[src/core/spi_consts.vh]
`ifndef SPI_CONSTS_VH
`define SPI_CONSTS_VH

// Number of STS-1 slots held in the per-slot state memory.
`define SPI_NUM_STS        12
`define SPI_IDX_W          4
`define SPI_ENTRY_W        25

// Field positions inside one per-slot state entry.
`define SPI_E_STATE_LO     0
`define SPI_E_STATE_HI     1
`define SPI_E_OFF_LO       2
`define SPI_E_OFF_HI       11
`define SPI_E_PREV_LO      12
`define SPI_E_PREV_HI      13
`define SPI_E_PDIFF        14
`define SPI_E_NEG          15
`define SPI_E_POS          16
`define SPI_E_H1_LO        17
`define SPI_E_H1_HI        24

// Interpreter states.
`define SPI_ST_NORMAL_POINTER_STATE        2'h0
`define SPI_ST_CONCATENATED_POINTER_STATE        2'h1
`define SPI_ST_AIS         2'h2

// Kind of the previous accepted pointer.
`define SPI_K_NONE         2'h0
`define SPI_K_NORMAL_POINTER_STATE         2'h1
`define SPI_K_CONCATENATED_POINTER_STATE         2'h2
`define SPI_K_AIS          2'h3

// Pointer word fields and patterns.
`define SPI_NDF_HI         15
`define SPI_NDF_LO         12
`define SPI_SS_HI          11
`define SPI_SS_LO          10
`define SPI_PTR_HI         9
`define SPI_PTR_LO         0
`define SPI_NDF_SAME       4'h6
`define SPI_NDF_NEW        4'h9
`define SPI_NDF_ONES       4'hF
`define SPI_PTR_ONES       10'h3FF
`define SPI_PTR_MAX        10'h30E
`define SPI_I_MASK         10'h2AA
`define SPI_D_MASK         10'h155
`define SPI_MAJ_ERR        4'h2
`define SPI_NDF_ERR        3'h1
`define SPI_AIS_BYTE       8'hFF
`define SPI_RESET_ENTRY    25'h0000000

`endif

[src/core/ptr_state_mem.v]
`timescale 1ns/100ps
`include "spi_consts.vh"

// Per-slot state memory with a registered read port and write-first
// forwarding so that back-to-back access to one slot sees fresh data.
module ptr_state_mem (
  input  wire                      clk_sys_i,
  input  wire                      ce_i,
  input  wire [`SPI_IDX_W-1:0]     raddr_i,
  output reg  [`SPI_ENTRY_W-1:0]   rdata_o,
  input  wire                      we_i,
  input  wire [`SPI_IDX_W-1:0]     waddr_i,
  input  wire [`SPI_ENTRY_W-1:0]   wdata_i
);

  reg [`SPI_ENTRY_W-1:0] mem_q [0:`SPI_NUM_STS-1];

  // Write port and registered read with forwarding of the write data.
  always @(posedge clk_sys_i) begin
    if (ce_i) begin
      if (we_i) begin
        mem_q[waddr_i] <= wdata_i;
      end
      if (we_i && (waddr_i == raddr_i)) begin
        rdata_o <= wdata_i;
      end else begin
        rdata_o <= mem_q[raddr_i];
      end
    end
  end

endmodule // ptr_state_mem

[src/core/sonet_pointer_interpreter.v]
`timescale 1ns/100ps
`include "spi_consts.vh"

// Summary of operation
// - Flag payload envelope, trace byte and payload start per byte to fabric.
// - With the interpreter bypassed both flags stay low.
// - Pointer word splits into 4-bit NDF, 2 unused bits, 10-bit value.
// - Value is byte offset to payload start, 0 to 782 valid, I/D bits.
// - NDF 0110 means pointer unchanged, 1001 means new data.
// - Other NDF patterns resolve by three-of-four match.
// - All ones in NDF and value bits is an AIS pointer.
// - Concatenation in multiples of three from an STS-3 boundary; the code checks neither group size nor boundary.
// - Concatenated groups start only at allowed STS-1 numbers; the code lets any slot head a group.
// - Pointer action byte carries payload only on negative adjustment.
// - Increment and decrement decisions need eight of ten bits.
// - A single differing valid pointer is ignored.
// - Two consecutive differing normal pointers move the payload start.
// - Generator resets its offset and signals NDF on unexpected start.
// - Three states; two consecutive normal pointers enter normal.
// - Two concatenation pointers enter concatenated; members use head offset.
// - Two AIS pointers enter AIS; two normal or concatenation pointers leave.
// - In AIS every outgoing byte is replaced by all ones.
// - A single bit error changes neither state nor data flow.
// - Flag pair encodes overhead, trace, payload and payload start.
// - No start pulse in AIS; only the group head carries one.
module sonet_pointer_interpreter (
  input  wire                  clk_sys_i,
  input  wire                  rst_i,
  input  wire                  ce_i,
  input  wire                  bypass_i,
  input  wire                  valid_i,
  input  wire [7:0]            data_i,
  input  wire [`SPI_IDX_W-1:0] sts_idx_i,
  input  wire                  h1_slot_i,
  input  wire                  h2_slot_i,
  input  wire                  h3_slot_i,
  input  wire                  pos_stuff_slot_i,
  input  wire                  spe_slot_i,
  input  wire [9:0]            spe_pos_i,
  input  wire                  trace_slot_i,
  output reg                   valid_o,
  output reg  [7:0]            data_o,
  output reg                   payload_envelope_flag_o,
  output reg                   trace_payload_start_flag_o,
  output reg                   ndf_req_o,
  output reg                   inc_o,
  output reg                   dec_o,
  output reg                   ais_o
);

  // Stage one copies of the byte attributes, aligned with memory data.
  reg                  s1_valid_q;
  reg [7:0]            s1_data_q;
  reg [`SPI_IDX_W-1:0] s1_idx_q;
  reg                  s1_h1_q;
  reg                  s1_h2_q;
  reg                  s1_h3_q;
  reg                  s1_pstuff_q;
  reg                  s1_spe_q;
  reg [9:0]            s1_pos_q;
  reg                  s1_trace_q;
  reg [9:0]            head_off_q;
  reg [9:0]            head_off_d;
  reg                  head_ais_q;
  reg                  head_ais_d;

  wire [`SPI_ENTRY_W-1:0] mem_entry;
  reg  [`SPI_NUM_STS-1:0] seen_q;
  reg  [`SPI_ENTRY_W-1:0] wr_entry;
  reg                     wr_en;

  // Ones count of a ten-bit vector.
  function [3:0] ones10;
    input [9:0] v;
    integer i;
    begin
      ones10 = 4'h0;
      for (i = 0; i < 10; i = i + 1) begin
        ones10 = ones10 + {3'h0, v[i]};
      end
    end
  endfunction

  // Ones count of a four-bit vector.
  function [2:0] ones4;
    input [3:0] v;
    begin
      ones4 = {2'h0, v[0]} + {2'h0, v[1]} + {2'h0, v[2]} + {2'h0, v[3]};
    end
  endfunction

  ptr_state_mem u_mem (
    .clk_sys_i (clk_sys_i),
    .ce_i      (ce_i),
    .raddr_i   (sts_idx_i),
    .rdata_o   (mem_entry),
    .we_i      (wr_en),
    .waddr_i   (s1_idx_q),
    .wdata_i   (wr_entry)
  );

  // The memory is not cleared by reset: a slot not yet written since reset
  // reads as the reset entry, so its state and offset start out known.
  wire [`SPI_ENTRY_W-1:0] rd_entry = seen_q[s1_idx_q] ? mem_entry :
                                     `SPI_RESET_ENTRY;

  // One sticky written mark per slot, set by any write-back to that slot.
  genvar g;
  generate
    for (g = 0; g < `SPI_NUM_STS; g = g + 1) begin : g_seen
      localparam [`SPI_IDX_W-1:0] SLOT = g;
      always @(posedge clk_sys_i) begin
        if (rst_i) begin
          seen_q[g] <= 1'b0;
        end else if (ce_i && wr_en && (s1_idx_q == SLOT)) begin
          seen_q[g] <= 1'b1;
        end
      end
    end
  endgenerate

  // Fields of the entry of the slot now at stage one.
  wire [1:0] e_state = rd_entry[`SPI_E_STATE_HI:`SPI_E_STATE_LO];
  wire [9:0] e_off   = rd_entry[`SPI_E_OFF_HI:`SPI_E_OFF_LO];
  wire [1:0] e_prev  = rd_entry[`SPI_E_PREV_HI:`SPI_E_PREV_LO];
  wire       e_pdiff = rd_entry[`SPI_E_PDIFF];
  wire       e_neg   = rd_entry[`SPI_E_NEG];
  wire       e_pos   = rd_entry[`SPI_E_POS];
  wire [7:0] e_h1    = rd_entry[`SPI_E_H1_HI:`SPI_E_H1_LO];

  // Pointer word and its fields.
  wire [15:0] pw   = {e_h1, s1_data_q};
  wire [3:0]  ndf  = pw[`SPI_NDF_HI:`SPI_NDF_LO];
  wire [9:0]  pval = pw[`SPI_PTR_HI:`SPI_PTR_LO];

  // NDF resolution by exact or three-of-four match.
  wire ndf_same = ones4(ndf ^ `SPI_NDF_SAME) <= `SPI_NDF_ERR;
  wire ndf_new  = ones4(ndf ^ `SPI_NDF_NEW) <= `SPI_NDF_ERR;

  // Pointer classification.
  wire is_ais   = (ndf == `SPI_NDF_ONES) && (pval == `SPI_PTR_ONES);
  wire is_concatenated_pointer_state  = !is_ais && ndf_new && (pval == `SPI_PTR_ONES);
  wire in_range = pval <= `SPI_PTR_MAX;
  wire is_normal_pointer_state  = !is_ais && (ndf_same || ndf_new) && in_range;
  wire ptr_diff = pval != e_off;

  // Justification, eight of ten bits agreeing with an inverted group.
  wire [9:0] flips  = pval ^ e_off;
  wire       is_inc = ndf_same && (e_state == `SPI_ST_NORMAL_POINTER_STATE) &&
                      (ones10(flips ^ `SPI_I_MASK) <= `SPI_MAJ_ERR);
  wire       is_dec = ndf_same && (e_state == `SPI_ST_NORMAL_POINTER_STATE) &&
                      (ones10(flips ^ `SPI_D_MASK) <= `SPI_MAJ_ERR);

  // Next offset values after a justification.
  wire [9:0] off_up = (e_off == `SPI_PTR_MAX) ? 10'h000 : e_off + 10'h001;
  wire [9:0] off_dn = (e_off == 10'h000) ? `SPI_PTR_MAX : e_off - 10'h001;

  // Pointer processing and write-back of the slot entry.
  always @* begin
    wr_entry   = rd_entry;
    wr_en      = 1'b0;
    head_off_d = head_off_q;
    head_ais_d = head_ais_q;
    if (s1_valid_q && s1_h1_q) begin
      wr_en = 1'b1;
      wr_entry[`SPI_E_H1_HI:`SPI_E_H1_LO] = s1_data_q;
    end else if (s1_valid_q && s1_h2_q) begin
      wr_en = 1'b1;
      wr_entry[`SPI_E_NEG] = 1'b0;
      wr_entry[`SPI_E_POS] = 1'b0;
      if (is_ais) begin
        wr_entry[`SPI_E_PREV_HI:`SPI_E_PREV_LO] = `SPI_K_AIS;
        if (e_prev == `SPI_K_AIS) begin
          wr_entry[`SPI_E_STATE_HI:`SPI_E_STATE_LO] = `SPI_ST_AIS;
        end
      end else if (is_concatenated_pointer_state) begin
        wr_entry[`SPI_E_PREV_HI:`SPI_E_PREV_LO] = `SPI_K_CONCATENATED_POINTER_STATE;
        if (e_prev == `SPI_K_CONCATENATED_POINTER_STATE) begin
          wr_entry[`SPI_E_STATE_HI:`SPI_E_STATE_LO] = `SPI_ST_CONCATENATED_POINTER_STATE;
          wr_entry[`SPI_E_OFF_HI:`SPI_E_OFF_LO] = head_off_q;
        end
      end else if (is_inc) begin
        wr_entry[`SPI_E_OFF_HI:`SPI_E_OFF_LO] = off_up;
        wr_entry[`SPI_E_POS] = 1'b1;
        wr_entry[`SPI_E_PREV_HI:`SPI_E_PREV_LO] = `SPI_K_NORMAL_POINTER_STATE;
        wr_entry[`SPI_E_PDIFF] = 1'b0;
      end else if (is_dec) begin
        wr_entry[`SPI_E_OFF_HI:`SPI_E_OFF_LO] = off_dn;
        wr_entry[`SPI_E_NEG] = 1'b1;
        wr_entry[`SPI_E_PREV_HI:`SPI_E_PREV_LO] = `SPI_K_NORMAL_POINTER_STATE;
        wr_entry[`SPI_E_PDIFF] = 1'b0;
      end else if (is_normal_pointer_state) begin
        wr_entry[`SPI_E_PREV_HI:`SPI_E_PREV_LO] = `SPI_K_NORMAL_POINTER_STATE;
        wr_entry[`SPI_E_PDIFF] = ptr_diff;
        if (e_prev == `SPI_K_NORMAL_POINTER_STATE) begin
          wr_entry[`SPI_E_STATE_HI:`SPI_E_STATE_LO] = `SPI_ST_NORMAL_POINTER_STATE;
          if (ptr_diff && (e_pdiff || e_state != `SPI_ST_NORMAL_POINTER_STATE)) begin
            wr_entry[`SPI_E_OFF_HI:`SPI_E_OFF_LO] = pval;
          end
        end
      end
      // Invalid NDF leaves state and history untouched.
      if (wr_entry[`SPI_E_STATE_HI:`SPI_E_STATE_LO] != `SPI_ST_CONCATENATED_POINTER_STATE) begin
        head_off_d = wr_entry[`SPI_E_OFF_HI:`SPI_E_OFF_LO];
        head_ais_d = wr_entry[`SPI_E_STATE_HI:`SPI_E_STATE_LO] ==
                     `SPI_ST_AIS;
      end
    end
  end

  // Offset change that the generator must answer with an NDF.
  wire off_moved = wr_en && s1_h2_q &&
                   (wr_entry[`SPI_E_OFF_HI:`SPI_E_OFF_LO] != e_off) &&
                   !is_inc && !is_dec;
  wire leave_ais = wr_en && s1_h2_q && (e_state == `SPI_ST_AIS) &&
                   (wr_entry[`SPI_E_STATE_HI:`SPI_E_STATE_LO] !=
                    `SPI_ST_AIS);

  // Per-byte classification of the slot at stage one.
  wire slot_ais   = (e_state == `SPI_ST_AIS);
  // A concatenation member follows the alarm of its head.
  wire out_ais    = slot_ais || (e_state == `SPI_ST_CONCATENATED_POINTER_STATE && head_ais_q);
  wire slot_neg   = s1_h3_q && e_neg;
  wire slot_spe   = s1_spe_q && !(s1_pstuff_q && e_pos);
  wire pay_flag   = !out_ais && (slot_neg || slot_spe);
  wire start_flag = pay_flag && slot_spe && (s1_pos_q == e_off) &&
                    (e_state == `SPI_ST_NORMAL_POINTER_STATE);
  wire trace_flag = s1_trace_q && (s1_idx_q == {`SPI_IDX_W{1'b0}});

  // Stage one input register.
  always @(posedge clk_sys_i) begin
    if (rst_i) begin
      s1_valid_q  <= 1'b0;
      s1_data_q   <= 8'h00;
      s1_idx_q    <= {`SPI_IDX_W{1'b0}};
      s1_h1_q     <= 1'b0;
      s1_h2_q     <= 1'b0;
      s1_h3_q     <= 1'b0;
      s1_pstuff_q <= 1'b0;
      s1_spe_q    <= 1'b0;
      s1_pos_q    <= 10'h000;
      s1_trace_q  <= 1'b0;
    end else if (ce_i) begin
      s1_valid_q  <= valid_i;
      s1_data_q   <= data_i;
      s1_idx_q    <= sts_idx_i;
      s1_h1_q     <= h1_slot_i;
      s1_h2_q     <= h2_slot_i;
      s1_h3_q     <= h3_slot_i;
      s1_pstuff_q <= pos_stuff_slot_i;
      s1_spe_q    <= spe_slot_i;
      s1_pos_q    <= spe_pos_i;
      s1_trace_q  <= trace_slot_i;
    end
  end

  // Offset and alarm of the most recent group head.
  always @(posedge clk_sys_i) begin
    if (rst_i) begin
      head_off_q <= 10'h000;
      head_ais_q <= 1'b0;
    end else if (ce_i) begin
      head_off_q <= head_off_d;
      head_ais_q <= head_ais_d;
    end
  end

  // Output register: data, flags and generator controls.
  always @(posedge clk_sys_i) begin
    if (rst_i) begin
      valid_o                    <= 1'b0;
      data_o                     <= 8'h00;
      payload_envelope_flag_o    <= 1'b0;
      trace_payload_start_flag_o <= 1'b0;
      ndf_req_o                  <= 1'b0;
      inc_o                      <= 1'b0;
      dec_o                      <= 1'b0;
      ais_o                      <= 1'b0;
    end else if (ce_i) begin
      valid_o <= s1_valid_q;
      if (bypass_i) begin
        data_o                     <= s1_data_q;
        payload_envelope_flag_o    <= 1'b0;
        trace_payload_start_flag_o <= 1'b0;
        ndf_req_o                  <= 1'b0;
        inc_o                      <= 1'b0;
        dec_o                      <= 1'b0;
        ais_o                      <= 1'b0;
      end else begin
        // Alarm and fill follow the slot or, for a member, its head.
        ais_o  <= s1_valid_q && out_ais;
        data_o <= out_ais ? `SPI_AIS_BYTE : s1_data_q;
        payload_envelope_flag_o <= s1_valid_q &&
                                   (start_flag || (pay_flag && !trace_flag));
        trace_payload_start_flag_o <= s1_valid_q &&
                                      (trace_flag || start_flag);
        ndf_req_o <= off_moved || leave_ais;
        inc_o     <= wr_en && s1_h2_q && is_inc;
        dec_o     <= wr_en && s1_h2_q && is_dec;
      end
    end
  end

endmodule // sonet_pointer_interpreter

[config.mk]
export PLATFORM = sky130hd
export DESIGN_NAME = sonet_pointer_interpreter
export DESIGN_NICKNAME = d
export VERILOG_FILES = /design/src/core/ptr_state_mem.v /design/src/core/sonet_pointer_interpreter.v
export VERILOG_INCLUDE_DIRS = /design/src /design/src/core
export SDC_FILE = /design/constraint.sdc
export NUM_CORES = 1
export LEC_CHECK = 0
export BUFFER_PORTS_ARGS = -buffer_cell sky130_fd_sc_hd__buf_2
export CORE_UTILIZATION = 57
export CTS_CLUSTER_SIZE = 16
export DETAILED_ROUTE_END_ITERATION = 16
export PLACE_DENSITY_LB_ADDON = 0.05
export SYNTH_ARGS = -nofsm -noshare
export SYNTH_HDL_FRONTEND = slang
export SYNTH_SLANG_ARGS = --single-unit
[constraint.sdc]
create_clock -name clk_sys_i -period 7.5 [get_ports clk_sys_i]
set_clock_uncertainty 0.2 [all_clocks]
set_input_delay 0.375 -clock clk_sys_i [delete_from_list [all_inputs] [get_ports clk_sys_i]]
set_output_delay 0.375 -clock clk_sys_i [all_outputs]
set_load 0.01 [all_outputs]
Word-level counts from Yosys, hierarchy flattened
Memory sizes are Yosys's and may differ from the RTL's. A register that Yosys moved wholly into a read port is not among the register bits.
Cells that the tools add are included.

cells by class
  $add $sub $neg = 26
  multiply operators = 0
  div/mod/pow operators = 0
  order comparisons = 6
  eq/ne operators = 25
  shift operators = 0
  muxes and demuxes = 43
  bitwise logic cells = 6
  reductions and logical operators = 63

operators with widths
  kind                   number
  $add 4x1->4            12
  $logic_and 1x1->1      45
  $mux 15                3
  $mux 10                4
  $mux 17                2
  $mux 13                2
  $mux 25                1
  $mux 12                2
  $mux 8                 3
  $eq 10x10->1 const B   2
  $eq 4x4->1 const B     5
  $ne 10x10->1           2
  $eq 4x3->1 const B     4
  $mux 1                 15
  $mux 14                1
  $mux 2                 7
  $add 2x1->3            4
  $add 10x1->10 const B  1
  $eq 10x10->1           1
  $le 10x10->1 const B   1
  $logic_not 10->1       1
  $not 5->5              2
  $sub 10x1->10 const B  1
  $xor 10x10->10         1
  22 further kinds       47

storage, ports and cells
  register bits = 67
  bits in latches = 0
  bits in writable memories = 300
  memory bits (read-only) = 0
  input bits = 33
  output and inout bits = 15
  memories = 1

memories
  name         depth  bits a word  rd ports  clocked after memory_dff  write ports  line                source
  u_mem.mem_q  12     25           1         1                         1            ptr_state_mem.v:16  reg [`SPI_ENTRY_W-1:0] mem_q [0:`SPI_NUM_STS-1];

Longest topological paths before layout
  word-level depth = 30
  mapped depth = 31

Cells and area by module
From an unflattened synthesis, not the netlist that was laid out.

unflattened totals
  cell total of the unflattened synthesis = 1438
  area, all modules = 18591.6 um^2

by module, submodules not included
  module                     times used  cells each  area each (um^2)  sequential area each (um^2)
  ptr_state_mem              1           611         12570.8           9759.4
  sonet_pointer_interpreter  1           827         6020.8            1341.3

Worst setup path before layout
Ideal clock, no wire load.

  path kind = register to register
  from = reg, netlist name s1_idx_q[2]
  to = reg u_mem.rdata_o[9] (read register of u_mem.mem_q) (data pin)
  arrival time = 6.886 ns
  data required time = 7.168 ns
  slack = 0.282 ns
  stages on the path, launching flop included = 28
  buffers on the path = 7
  clock period less this slack = 7.218 ns
  cell sequence = dfxtp_1 buf_6 or3b_1 o22ai_2 buf_6 a21o_1 buf_4 buf_2 buf_1 buf_1 nand2_1 fa_1 fa_1 inv_1 fa_1 inv_1 ha_1 inv_1 fa_1 a2111o_1 a21oi_1 clkbuf_1 nand3_1 or3_1 o311a_1 a32o_1 o21ai_1 mux2_2

RTL lines
  what       line                source
  to (decl)  ptr_state_mem.v:10  output reg [`SPI_ENTRY_W-1:0] rdata_o,

==> run summary <==
clk sinks = 366
Post-DP HPWL = 32.0 mm
Initial Utilization = 58.6%
DR vias = 12.1k
mean number of vias per cell = 6.52
clock power share = 35.5%
clk_lat worst skew = 0.54 ns
Final Core Density = 66.3%
H-tree levels = 2
Placed Area = 18,500 um2
Post-Syn Area = 17,600 um2
top post-synthesis cells by area = edfxtp_1, mux4_2, dfxtp_1, mux2i_1, nor2_1
status = finished clean
row count = 63
critical path arrival = 7.21 ns
global route overflow = 0
switching power = 1.36 mW
Post-synth EDFFs = 299
Layout Area Growth over Synthesis = 13.2%
Routed WL per cell = 26.7 um
initial antenna violation count = 1
worst-path fanout max = 13
Synth Area in Simple Gates = 10.1%
Final #Nets = 1,492
HP Class = in2reg
mux cell area share after synthesis = 12.9%
First-pass DRT Iterations = 6
top-count cell post-synth = edfxtp_1
routed wl met3 = 3.85 mm
Synth Flop Type = edfxtp_1
I/O Buffers = 47
Overall Global Routing Usage = 32.4%
Yosys warning total = 0
DRT iter0 DRCs = 1,407
Post-Syn Nets = 1,403
Worst-path clk slew = 0.06 ns
CTS tree = done
Net Sw Frac = 27.8%
fmax = 140 MHz
number of max-cap violations = 0
worst setup path class = reg2reg
Final ANT Viol Nets = 0
Final Setup Violations = 0
sequential share of the synthesized area = 58.6%
die span in x = 178 um
syn_area_per_cell = 13.1 um2
Async S/R FF share, synth = 0%
drt drc = 0
count of state elements after synthesis = 366
critical path required time = 7.58 ns
Final Cell Area = 19,900 um2
vias in the first global route = 11.7k
Reg2Reg Setup Slack = 0.37 ns
Final Max Slew Viols = 0
cell taking the most area after synthesis = edfxtp_1
Compound-Gate Fraction of Synth Area = 11.0%
setup_tns = 0 ns
CP endpoint kind = flip-flop
xor/xnor cell area share of the yosys netlist = 1.99%
RSZ-0062 raised after global routing = no
Core Box Area = 30,000 um2
main combinational cell family by area after synthesis = multiplexers
Comb power frac = 18.2%
first-pass GRT wire length = 74.5 mm
wl on met1 = 21.1 mm
Post-Synth Adder-Cell Area = 2.05%
Slew @ Worst Pin = 1.22 ns
Max VDD drop = 0.269 mV
Root Driver = clkbuf_16
Final Hold Fails = 0
Max Buffers Root-to-Sink = 3
Int Power = 3.53 mW
Die Y-Extent = 178 um
commonest cells in the netlist = edfxtp_1, nor2_1, nand2_1, mux4_2, a21oi_1
# diodes = 0
sequential share of power = 46.3%
WHS = 0.0549 ns
Period minus WS final = 7.13 ns
P_leak = 7.03 nW
Slew HR = 17.8%
metal2 WL = 22.7 mm
Synth top area share = 51.0%
Top Layer Used = met5
Gate Count Post-Synth = 1,349
layout cells sized above 1 = 21.0%
Netlist cell types = 88
crit start category = flip-flop
io pins = 48
power per cell area = 245 nW/um2
Post-Route WL = 49.6 mm
CTS Buf Count = 38
routability cong. = 1.12
die area = 31,600 um2
crit share post-route = 95.0%
largest net degree at the start of global routing = 57
worst paths after layout:
| path | end | start | cells past startpoint |
|---|---|---|---|
| max | u_mem.rdata_o[2] | s1_idx_q[2] | 25 |
| min reg2reg | trace_payload_start_flag_o | trace_payload_start_flag_o | 2 |
| min | u_mem.rdata_o[8] | ce_i | 1 |
| max reg2reg | u_mem.rdata_o[2] | s1_idx_q[2] | 25 |
power by group through the flow:
stage	clock network [mW]	registers, mW	logic, mW
global route	1.83	2.26	0.958
finish	1.73	2.26	0.891
CTS	1.76	2.26	0.861
detailed placement	0	2.30	0.846
floorplan	0	2.29	0.597
global placement	0	2.30	0.837
placed cells by master, fill, tap and decap left out, types with 13 or more instances in the layout:
cell type	n
a211oi_1	13
a21o_1	14
a21oi_1	66
and3_1	15
buf_2	45
buf_4	74
clkbuf_16	38
dfxtp_1	65
dlygate4sd3_1	26
edfxtp_1	299
fa_1	13
inv_1	38
mux2i_1	59
mux4_2	69
nand2_1	86
nand3_1	35
nor2_1	120
nor3_1	22
nor4_1	14
o21ai_0	44
xnor2_1	30
through the flow:
step	setup slack (ns)	instances	total power, mW
global placement	0.447	1761	3.14
finish	0.372	1857	4.89
detailed placement	0.208	1761	3.15
CTS	0.155	1856	4.88
floorplan	0.282	1349	2.89
global route	0.0187	1857	5.05
critical path, cell delays in order, from the launching register on:
cell and delay, ns:
dfxtp_1 0.40, buf_4 0.20, or3b_1 0.36, o22ai_2 0.11, a21o_2 0.26, nand2_1 0.23, inv_1 0.15, nand2b_1 0.08
nand2_1 0.16, fa_1 0.48, fa_1 0.58, fa_1 0.41, inv_1 0.07, ha_1 0.16, inv_1 0.06, fa_1 0.42
a2111oi_1 0.46, o22a_1 0.27, or2_2 0.16, and3_1 0.20, buf_4 0.25, nor2_1 0.06, a222oi_1 0.64, o21ai_1 0.11
buf_4 0.20, a21o_1 0.16
routing by layer:
metal	vias to the layer above	global-route usage, %
met1	6060	46.4
met3	135	5.42
met2	559	50.3
li1	5353	-
met5	-	0
met4	2	11.2
logic make-up (layout without fill, tap and decap cells):
family | count (synthesis) | count (layout)
flops | 366 | 366
xor+xnor | 40 | 40
mux | 137 | 137
buf+inv | 135 | 253
compound gates | 275 | 275
fa+ha+maj | 21 | 21
simple gates | 375 | 375
registers in the layout, indices dropped and copies added (netlist names), 4 cells and up:
name / count
head_off_q: 10
seen_q: 12
data_o: 8
s1_idx_q: 4
u_mem.mem_q: 276
s1_data_q: 8
s1_pos_q: 10
u_mem.rdata_o: 23
timing repair:
action	CTS	global route
buffers inserted	0	0
resized for setup	0	7
setup endpoints to repair	0	117
hold buffers	26	0
hold endpoints to repair	27	0
layout make-up:
class,instances,area (um2)
well taps,390,488
fillers,2180,10100
clock inverters,24,159
clock buffers,45,987
flip-flops and latches,366,10300
repair buffers,146,1050
multi-input cells,848,6770
inverters,38,143
No activity file was read; power rests on OpenSTA's default activity.
